`config.mk`:
```
export PLATFORM = sky130hd
export DESIGN_NAME = cse_top
export DESIGN_NICKNAME = d
export VERILOG_FILES = /design/src/rtl/cse_pkg.sv /design/src/rtl/cse_top.sv
export SDC_FILE = /design/constraint.sdc
export NUM_CORES = 1
export LEC_CHECK = 0
export BUFFER_PORTS_ARGS = -buffer_cell sky130_fd_sc_hd__buf_2
export CELL_PAD_IN_SITES_DETAIL_PLACEMENT = 0
export CELL_PAD_IN_SITES_GLOBAL_PLACEMENT = 1
export CORE_MARGIN = 2
export CORE_UTILIZATION = 36
export CTS_BUF_LIST = sky130_fd_sc_hd__clkbuf_8
export CTS_CLUSTER_SIZE = 30
export DETAILED_ROUTE_END_ITERATION = 6
export GPL_TIMING_DRIVEN = 0
export PLACE_DENSITY = 0.69
export SYNTH_ARGS = -nofsm -noshare
export SYNTH_HDL_FRONTEND = slang
export SYNTH_SLANG_ARGS = --single-unit
```
`constraint.sdc`:
```
create_clock -name i_clk -period 4.1 [get_ports i_clk]
set_input_delay 0.41 -clock i_clk [delete_from_list [all_inputs] [get_ports i_clk]]
set_output_delay 0.41 -clock i_clk [all_outputs]
set_load 0.05 [all_outputs]
```
`src/rtl/cse_pkg.sv`:
```
package cse_pkg;

   // clock and timing
   localparam logic [63:0] CLK_HZ          = 64'h0000_0000_0773_5940;
   localparam logic [63:0] SAFETY_TIME_S   = 64'h0000_0000_0000_3840;
   localparam logic [63:0] BAD_TIME_S      = 64'h0000_0000_0000_0708;
   localparam logic [63:0] SAFETY_CYCLES   = SAFETY_TIME_S * CLK_HZ;
   localparam logic [63:0] BAD_CYCLES      = BAD_TIME_S * CLK_HZ;

   // carrier and blink
   localparam logic [63:0] CARRIER_HZ      = 64'h0000_0000_0000_88b8;
   localparam logic [63:0] DUTY_STEPS      = 64'h0000_0000_0000_0010;
   localparam logic [63:0] SLOT_CYCLES     = CLK_HZ / (CARRIER_HZ * DUTY_STEPS);
   localparam logic [63:0] TEMP_BLINK_MHZ  = 64'h0000_0000_0000_05dc;
   localparam logic [63:0] BAD_BLINK_MHZ   = 64'h0000_0000_0000_17d4;
   localparam logic [63:0] MHZ_PER_HZ      = 64'h0000_0000_0000_03e8;
   localparam logic [63:0] TEMP_HALF_CYCLES = (CLK_HZ * MHZ_PER_HZ) / (64'h2 * TEMP_BLINK_MHZ);
   localparam logic [63:0] BAD_HALF_CYCLES  = (CLK_HZ * MHZ_PER_HZ) / (64'h2 * BAD_BLINK_MHZ);
   localparam logic [3:0]  TEMP_DUTY_LO    = 4'h1;
   localparam logic [3:0]  TEMP_DUTY_HI    = 4'hf;
   localparam logic [3:0]  BAD_DUTY_LO     = 4'h2;
   localparam logic [3:0]  BAD_DUTY_HI     = 4'he;

   // widths
   localparam int          TIMER_W         = 42;
   localparam int          BLINK_W         = 32;
   localparam int          SLOT_W          = 8;

   // register map
   localparam logic [7:0]  REG_CTRL        = 8'h00;
   localparam logic [7:0]  REG_STATUS      = 8'h04;
   localparam logic [7:0]  REG_TIMER       = 8'h08;
   localparam logic        CTRL_HOLD_RESET = 1'h0;
   localparam int          CTRL_HOLD_BIT   = 0;
   localparam int          ST_STATE_LSB    = 0;
   localparam int          ST_PIN_LSB      = 2;
   localparam int          ST_RELEASED_BIT = 4;
   localparam int          ST_BADLATCH_BIT = 5;
   localparam int          ST_TEMPFLT_BIT  = 6;
   localparam int          ST_CHARGE_BIT   = 7;
   localparam int          ST_TRICKLE_BIT  = 8;
   localparam int          ST_REDUCE_BIT   = 9;

   typedef struct packed {
      logic power_good;
      logic charger_suspend_input;
      logic vbat_below_trickle;
      logic current_below_tenth;
      logic hot_trip;
      logic cold_trip;
      logic thermistor_grounded;
      logic die_hot;
      logic cv_mode;
   } cse_sense_t;

   typedef enum logic [1:0] {
      CSE_IDLE,
      CSE_CHARGE,
      CSE_TERM,
      CSE_BAD
   } cse_state_t;

   typedef enum logic [1:0] {
      PIN_HIZ,
      PIN_LOW,
      PIN_TEMP,
      PIN_BAD
   } cse_pin_t;

endpackage

```
`src/rtl/cse_top.sv`:
```
// Contract
// - charge start drives status pin low
// - release pin below tenth current
// - fault after release keeps pin released
// - fault before release toggles pin 35kHz
// - temperature fault duty 1/16, 15/16, 1.5Hz
// - bad battery duty 2/16, 14/16, 6.1Hz
// - bad battery after half hour trickle
// - hot comparator pauses charge, temperature fault
// - cold comparator pauses charge, temperature fault
// - temperature pause in CV freezes timer
// - grounded thermistor input disables temperature logic
// - die hot requests current reduction
// - below trickle threshold use tenth current
// - bad latch cleared only by supply/suspend
//
// Design decisions made here: the register offsets and the APB register port.
`timescale 1ns/100ps
module cse_top #(
   parameter logic [cse_pkg::TIMER_W-1:0] SAFETY_CYCLES_P = cse_pkg::SAFETY_CYCLES[cse_pkg::TIMER_W-1:0],
   parameter logic [cse_pkg::TIMER_W-1:0] BAD_CYCLES_P    = cse_pkg::BAD_CYCLES[cse_pkg::TIMER_W-1:0],
   parameter logic [cse_pkg::BLINK_W-1:0] TEMP_HALF_P     = cse_pkg::TEMP_HALF_CYCLES[cse_pkg::BLINK_W-1:0],
   parameter logic [cse_pkg::BLINK_W-1:0] BAD_HALF_P      = cse_pkg::BAD_HALF_CYCLES[cse_pkg::BLINK_W-1:0]
) (
   // clock and reset
   input  wire logic                i_clk,
   input  wire logic                i_rst,
   // analog sense
   input  wire cse_pkg::cse_sense_t i_sense,
   // apb slave
   input  wire logic                i_psel,
   input  wire logic                i_penable,
   input  wire logic                i_pwrite,
   input  wire logic [7:0]          i_paddr,
   input  wire logic [31:0]         i_pwdata,
   output logic                     o_pready,
   output logic [31:0]              o_prdata,
   output logic                     o_pslverr,
   // open-drain status pin
   output logic                     o_charge_status_output_o,
   output logic                     o_charge_status_output_oe,
   // charger control
   output logic                     o_charge_on,
   output logic                     o_trickle_current,
   output logic                     o_current_reduce
);

   function automatic logic [3:0] cse_duty(input cse_pkg::cse_pin_t mode, input logic half);
      logic [3:0] d;
      d = 4'h0;
      if (mode == cse_pkg::PIN_TEMP) begin
         d = half ? cse_pkg::TEMP_DUTY_HI : cse_pkg::TEMP_DUTY_LO;
      end else if (mode == cse_pkg::PIN_BAD) begin
         d = half ? cse_pkg::BAD_DUTY_HI : cse_pkg::BAD_DUTY_LO;
      end
      return d;
   endfunction

   function automatic logic cse_reg_known(input logic [7:0] a);
      return (a == cse_pkg::REG_CTRL) || (a == cse_pkg::REG_STATUS) || (a == cse_pkg::REG_TIMER);
   endfunction

   localparam logic [cse_pkg::SLOT_W-1:0] SLOT_LAST = cse_pkg::SLOT_CYCLES[cse_pkg::SLOT_W-1:0] - 8'h01;

   // charger and pin state
   cse_pkg::cse_state_t             state;
   cse_pkg::cse_state_t             next_state;
   cse_pkg::cse_pin_t               pin_mode;
   cse_pkg::cse_pin_t               next_pin_mode;
   logic                            released;
   logic                            next_released;
   logic                            bad_latch;
   logic                            next_bad_latch;
   logic [cse_pkg::TIMER_W-1:0]     safety_cnt;
   logic [cse_pkg::TIMER_W-1:0]     next_safety_cnt;
   logic [cse_pkg::TIMER_W-1:0]     trickle_cnt;
   logic [cse_pkg::TIMER_W-1:0]     next_trickle_cnt;
   logic [cse_pkg::SLOT_W-1:0]      slot_cnt;
   logic [cse_pkg::SLOT_W-1:0]      next_slot_cnt;
   logic [3:0]                      step_cnt;
   logic [3:0]                      next_step_cnt;
   logic [cse_pkg::BLINK_W-1:0]     blink_cnt;
   logic [cse_pkg::BLINK_W-1:0]     next_blink_cnt;
   logic                            blink_half;
   logic                            next_blink_half;
   logic                            pin_oe;
   logic                            next_pin_oe;
   logic                            charge_on;
   logic                            next_charge_on;
   logic                            trickle_on;
   logic                            next_trickle_on;
   logic                            reduce_on;
   logic                            next_reduce_on;
   logic                            temp_fault;
   logic                            enabled;
   logic                            running;
   logic [cse_pkg::BLINK_W-1:0]     blink_last;

   // register state
   logic                            ctrl_hold;
   logic                            next_ctrl_hold;
   logic                            pready;
   logic                            next_pready;
   logic [31:0]                     prdata;
   logic [31:0]                     next_prdata;
   logic                            pslverr;
   logic                            next_pslverr;
   logic [31:0]                     status_word;

   always_comb begin
      temp_fault = !i_sense.thermistor_grounded && (i_sense.hot_trip || i_sense.cold_trip);
      enabled    = i_sense.power_good && !i_sense.charger_suspend_input;
      running    = !ctrl_hold && !temp_fault;
      next_state       = state;
      next_released    = released;
      next_bad_latch   = bad_latch;
      next_safety_cnt  = safety_cnt;
      next_trickle_cnt = trickle_cnt;
      case (state)
         cse_pkg::CSE_IDLE: begin
            // supply loss or suspend is the only way out of a bad latch
            next_bad_latch   = 1'b0;
            next_released    = 1'b0;
            next_safety_cnt  = '0;
            next_trickle_cnt = '0;
            if (enabled) begin
               next_state = cse_pkg::CSE_CHARGE;
            end
         end
         cse_pkg::CSE_CHARGE: begin
            if (!enabled) begin
               next_state = cse_pkg::CSE_IDLE;
            end else if (bad_latch && i_sense.vbat_below_trickle) begin
               next_state = cse_pkg::CSE_BAD;
            end else if (trickle_cnt >= BAD_CYCLES_P) begin
               next_state     = cse_pkg::CSE_BAD;
               next_bad_latch = 1'b1;
            end else if (safety_cnt >= SAFETY_CYCLES_P) begin
               next_state = cse_pkg::CSE_TERM;
            end else begin
               // timer freezes for a ctrl hold, or for a temperature pause in cv mode
               if (!ctrl_hold && !(temp_fault && i_sense.cv_mode)) begin
                  next_safety_cnt = safety_cnt + 1'b1;
               end
               if (!i_sense.vbat_below_trickle) begin
                  next_trickle_cnt = '0;
               end else if (running) begin
                  next_trickle_cnt = trickle_cnt + 1'b1;
               end
               // a paused charger carries no current, so no release then
               if (running && i_sense.current_below_tenth) begin
                  next_released = 1'b1;
               end
            end
         end
         cse_pkg::CSE_TERM: begin
            if (!enabled) begin
               next_state = cse_pkg::CSE_IDLE;
            end
         end
         cse_pkg::CSE_BAD: begin
            if (!enabled) begin
               next_state = cse_pkg::CSE_IDLE;
            end else if (!i_sense.vbat_below_trickle) begin
               next_state       = cse_pkg::CSE_CHARGE;
               next_trickle_cnt = '0;
            end
         end
         default: begin
            next_state = cse_pkg::CSE_IDLE;
         end
      endcase

      next_charge_on  = (next_state == cse_pkg::CSE_CHARGE) && running;
      next_trickle_on = next_charge_on && i_sense.vbat_below_trickle;
      next_reduce_on  = next_charge_on && i_sense.die_hot;

      next_pin_mode = cse_pkg::PIN_HIZ;
      if (!next_released) begin
         if (next_state == cse_pkg::CSE_BAD) begin
            next_pin_mode = cse_pkg::PIN_BAD;
         end else if (next_state == cse_pkg::CSE_CHARGE) begin
            next_pin_mode = temp_fault ? cse_pkg::PIN_TEMP : cse_pkg::PIN_LOW;
         end
      end

      blink_last = ((pin_mode == cse_pkg::PIN_TEMP) ? TEMP_HALF_P : BAD_HALF_P) - 32'h1;
      next_slot_cnt   = slot_cnt;
      next_step_cnt   = step_cnt;
      next_blink_cnt  = blink_cnt;
      next_blink_half = blink_half;
      if (next_pin_mode != pin_mode) begin
         next_slot_cnt   = '0;
         next_step_cnt   = 4'h0;
         next_blink_cnt  = '0;
         next_blink_half = 1'b0;
      end else begin
         if (slot_cnt == SLOT_LAST) begin
            next_slot_cnt = '0;
            next_step_cnt = step_cnt + 4'h1;
         end else begin
            next_slot_cnt = slot_cnt + 8'h01;
         end
         if (blink_cnt >= blink_last) begin
            // halves change only at a carrier boundary, so no cut pulse
            if ((slot_cnt == SLOT_LAST) && (step_cnt == 4'hf)) begin
               next_blink_cnt  = '0;
               next_blink_half = !blink_half;
            end
         end else begin
            next_blink_cnt = blink_cnt + 32'h1;
         end
      end

      case (next_pin_mode)
         cse_pkg::PIN_LOW: begin
            next_pin_oe = 1'b1;
         end
         cse_pkg::PIN_TEMP, cse_pkg::PIN_BAD: begin
            next_pin_oe = next_step_cnt < cse_duty(next_pin_mode, next_blink_half);
         end
         default: begin
            next_pin_oe = 1'b0;
         end
      endcase
   end

   always_ff @(posedge i_clk) begin
      if (i_rst) begin
         state       <= cse_pkg::CSE_IDLE;
         pin_mode    <= cse_pkg::PIN_HIZ;
         released    <= 1'b0;
         bad_latch   <= 1'b0;
         safety_cnt  <= '0;
         trickle_cnt <= '0;
         slot_cnt    <= '0;
         step_cnt    <= 4'h0;
         blink_cnt   <= '0;
         blink_half  <= 1'b0;
         pin_oe      <= 1'b0;
         charge_on   <= 1'b0;
         trickle_on  <= 1'b0;
         reduce_on   <= 1'b0;
      end else begin
         state       <= next_state;
         pin_mode    <= next_pin_mode;
         released    <= next_released;
         bad_latch   <= next_bad_latch;
         safety_cnt  <= next_safety_cnt;
         trickle_cnt <= next_trickle_cnt;
         slot_cnt    <= next_slot_cnt;
         step_cnt    <= next_step_cnt;
         blink_cnt   <= next_blink_cnt;
         blink_half  <= next_blink_half;
         pin_oe      <= next_pin_oe;
         charge_on   <= next_charge_on;
         trickle_on  <= next_trickle_on;
         reduce_on   <= next_reduce_on;
      end
   end

   always_comb begin
      status_word = 32'h0;
      status_word[cse_pkg::ST_STATE_LSB +: 2] = state;
      status_word[cse_pkg::ST_PIN_LSB +: 2]   = pin_mode;
      status_word[cse_pkg::ST_RELEASED_BIT]   = released;
      status_word[cse_pkg::ST_BADLATCH_BIT]   = bad_latch;
      status_word[cse_pkg::ST_TEMPFLT_BIT]    = temp_fault;
      status_word[cse_pkg::ST_CHARGE_BIT]     = charge_on;
      status_word[cse_pkg::ST_TRICKLE_BIT]    = trickle_on;
      status_word[cse_pkg::ST_REDUCE_BIT]     = reduce_on;
      next_ctrl_hold = ctrl_hold;
      next_pready    = 1'b0;
      next_prdata    = prdata;
      next_pslverr   = 1'b0;
      // one wait state: answer prepared in the first access cycle
      if (i_psel && i_penable && !pready) begin
         next_pready  = 1'b1;
         next_pslverr = !cse_reg_known(i_paddr);
         next_prdata  = 32'h0;
         if (!i_pwrite) begin
            case (i_paddr)
               cse_pkg::REG_CTRL: begin
                  next_prdata[cse_pkg::CTRL_HOLD_BIT] = ctrl_hold;
               end
               cse_pkg::REG_STATUS: begin
                  next_prdata = status_word;
               end
               cse_pkg::REG_TIMER: begin
                  next_prdata = safety_cnt[31:0];
               end
               default: begin
                  next_prdata = 32'h0;
               end
            endcase
         end
      end
      if (i_psel && i_penable && pready && i_pwrite && i_paddr == cse_pkg::REG_CTRL) begin
         next_ctrl_hold = i_pwdata[cse_pkg::CTRL_HOLD_BIT];
      end
   end

   always_ff @(posedge i_clk) begin
      if (i_rst) begin
         ctrl_hold <= cse_pkg::CTRL_HOLD_RESET;
         pready    <= 1'b0;
         prdata    <= 32'h0;
         pslverr   <= 1'b0;
      end else begin
         ctrl_hold <= next_ctrl_hold;
         pready    <= next_pready;
         prdata    <= next_prdata;
         pslverr   <= next_pslverr;
      end
   end

   assign o_pready                  = pready;
   assign o_prdata                  = prdata;
   assign o_pslverr                 = pslverr;
   assign o_charge_status_output_o  = 1'b0;
   assign o_charge_status_output_oe = pin_oe;
   assign o_charge_on               = charge_on;
   assign o_trickle_current         = trickle_on;
   assign o_current_reduce          = reduce_on;

endmodule

```
==> metrics <==
post-DP HPWL 17310 um; hold-critical path depth 2; Final Skew 0.02165 ns; Max clock buf depth 2; CTS tree built; Wirelength per Cell 16.24 um; clk slew on worst S/H paths 0.10 ns; fill cell count 2580; synthesis warning total 0; met2 Track Usage GR 0.3190; Synth Register Bits 174; DRT Wirelength 23740 um; vias in the first global route 7564; element type at the critical path start register; register area share after synthesis 0.3970; Max rail drop VDD 142.6 uV; H-tree depth 4; DRC errors left 0; Final period util 0.9458; main area contributors after synthesis dfxtp_1 (40%), nor2_1 (6.8%), xnor2_1 (4.8%); layout cells sized above 1 0.1415; pre-CTS setup slack -1.020 ns; root buf cell clkbuf_8; hold buffer count at cts 0; Worst Path Arrival 4.25 ns; hold path start i_sense[1]; endpoints failing hold 0; Max Cap Viol 0; GR Layer Usage met3 0.03273; WP data required 4.48 ns; Syn Nets 1120; synth unique cells 71; Hold Path Sink o_current_reduce; die area 0.02564 sq mm; initial antenna violation count 0; Yosys top cell by area dfxtp_1; # diodes 0; P_leak 3.400 nW; clk_lat worst skew 0.47 ns; chip height 160.1 um; Core Region 0.02411 sq mm; Die Wd 160.1 um; clk sinks 174; largest net degree at the start of global routing 18; remaining antenna violation count 0; starting density of the core 0.3640; Netlist Area Pre-Place 0.008775 sq mm; post-synth top area share 0.3970; min Tclk post-route 3.878 ns; total CTS buffers 17; total gr overflow 0; Rows 57; via count 7807; Syn Inst Count 1038; ys flop type dfxtp_1; CP Capture Type register; IO Pins 93; Worst Hold Class in2reg; critical path class reg2reg; synthesized area per cell 8.453 sq um; Reg2Reg Launch Point safety_cnt[30]; worst reg2reg setup slack 0.22 ns; cells on worst reg2reg path 14; final setup violation count 0; Iteration-0 DRC Markers 402; CP max FO 6; Power Dens Cells 305.4 mW/mm^2; vias per cell 5.340; Final #Nets 1207; Final Power 3.056 mW; first-pass GRT wire length 39500 um; relative slew slack 0.1820; GRT Total Usage 0.1887; Post-synth ARST share 0; post-route setup slack 0.2224 ns; area grow syn2layout 14.05%; worst-margin pin slew 1.224 ns; RR Endpoint o_charge_status_output_oe; fmax 257.9 MHz; Pre-Repair DR Iteration Count 6; busiest grt layer met2; Post-synth EDFFs 0; Port Buffers 60; GPL Wtd Cong 0.8049; met1 Use GR 0.2510; status finished, final reports clean; Slew Limit Fails 0
## layout make-up
| class | count | area [sq um] | share of cell area |
|---|---|---|---|
| repair buffers | 69 | 367.9 | 0.03676 |
| plain buffers | 50 | 217.7 | 0.02176 |
| multi-input cells | 795 | 5071 | 0.5068 |
| clock inverters | 15 | 153.9 | 0.01538 |
| clock buffers | 17 | 234.0 | 0.02338 |
| inverters | 18 | 71.32 | 0.007127 |
| flip-flops and latches | 174 | 3486 | 0.3483 |
| well taps | 324 | 405.4 | 0.04051 |
## per-layer routing
metal,up-vias,share of wire
li1,3949,-
met1,3728,0.47
met4,0,0.0096
met3,18,0.032
met5,-,0
met2,112,0.48
## cell usage after synthesis (all sizes together) (3+ instances only)
cell type  number
dfxtp         174
nor2          161
nand2          60
nor3           58
nand3          56
a21oi          49
xnor2          49
nand4          46
xor2           35
clkbuf         34
ha             28
and3           26
o21ai          26
a22oi          25
or3            25
nor4           24
inv            18
buf            17
o211ai         15
and2           12
a222oi          9
and4            9
nor2b           8
nor3b           7
o31ai           6
a211o           4
a211oi          4
a31oi           4
nand3b          4
nor4b           4
o31a            4
or2             4
or4             4
mux2i           3
## cells in the final DEF (no fill, tap or decap), types with 6 or more instances in the layout
| cell type | count |
|---|---|
| a21oi_1 | 47 |
| a222oi_1 | 9 |
| a22oi_1 | 25 |
| and2_1 | 12 |
| and3_1 | 26 |
| and4_1 | 9 |
| buf_2 | 69 |
| buf_4 | 10 |
| clkbuf_1 | 33 |
| clkbuf_8 | 17 |
| clkinvlp_4 | 6 |
| dfxtp_1 | 172 |
| ha_1 | 28 |
| inv_1 | 18 |
| nand2_1 | 58 |
| nand3_1 | 55 |
| nand4_1 | 46 |
| nor2_1 | 160 |
| nor2b_1 | 7 |
| nor3_1 | 44 |
| nor3_2 | 14 |
| nor3b_1 | 7 |
| nor4_1 | 19 |
| o211ai_1 | 14 |
| o21ai_0 | 23 |
| or3_1 | 24 |
| xnor2_1 | 48 |
| xor2_1 | 34 |
## critical path, cell delays in order (launching register included)
cell	delay, ns
dfxtp_1	0.38
or3_1	0.39
or2_1	0.29
a2111o_1	0.47
nand2_4	0.11
mux2_2	0.35
a311oi_4	0.23
nand2_1	0.13
nor2_1	0.14
ha_1	0.26
a21o_1	0.19
a21oi_2	0.16
o211ai_1	0.11
or3_1	0.36
a21oi_2	0.20
## what timing repair did
action	in CTS	in global routing
buffers inserted	3	6
gates resized for setup	10	8
pin swaps	1	3
endpoints found under the setup margin	11	1
## logic make-up after synthesis
| logic type | Yosys count | synth area share |
|---|---|---|
| and+or+nand+nor | 512 | 0.3069 |
| DFF | 174 | 0.3970 |
| AOI/OAI and AO/OA | 166 | 0.1335 |
| xor gates and xnor gates | 84 | 0.08470 |
| buffers and inverters | 69 | 0.03294 |
| adders and majority gates | 28 | 0.03993 |
| muxes | 4 | 0.004706 |
| other | 1 | 0.0004274 |
## state kept, by name, indices dropped and copies added (netlist names), 2 cells and up
| register | count |
|---|---|
| step_cnt | 4 |
| safety_cnt | 42 |
| state | 2 |
| pin_mode | 2 |
| o_prdata | 32 |
| trickle_cnt | 42 |
| slot_cnt | 8 |
| blink_cnt | 32 |
## worst max path at each step
| stage | to | slack, ns | cells past startpoint | startpoint |
|---|---|---|---|---|
| after global routing | o_charge_status_output_oe | -0.04 | 14 | safety_cnt[30] |
| after CTS | o_charge_status_output_oe | 0.04 | 17 | pin_mode[0] |
| after global placement | o_charge_status_output_oe | -0.98 | 18 | pin_mode[1] |
| after floorplan | o_charge_status_output_oe | 0.24 | 18 | pin_mode[1] |
| after detailed placement | o_charge_status_output_oe | -1.02 | 18 | pin_mode[1] |
| final | o_charge_status_output_oe | 0.22 | 14 | safety_cnt[30] |
## through the flow
| step | hold slack [ns] | instance area (sq um) | setup TNS [ns] | utilization | std cells |
|---|---|---|---|---|---|
| 2_1_floorplan | 0.4099 | 8775 | 0 | - | 1038 |
| 3_3_place_gp | 0.4240 | 9480 | -1.543 | 0.3933 | 1422 |
| 3_5_place_dp | 0.4322 | 9480 | -1.854 | 0.3933 | 1422 |
| 4_1_cts | 0.1200 | 9928 | 0 | 0.4119 | 1456 |
| 5_1_grt | 0.1167 | 10010 | -0.04375 | 0.4151 | 1462 |
| 6_report | 0.1475 | 10010 | 0 | 0.4151 | 1462 |
## where the power goes
part	total [mW]	leakage, nW	switching (mW)	internal [mW]
clock	1.20	0.186	0.701	0.503
sequential	1.71	1.40	0.0111	1.70
combinational	0.143	1.81	0.0983	0.0452
Note: power is estimated with default switching activity, not from simulation.
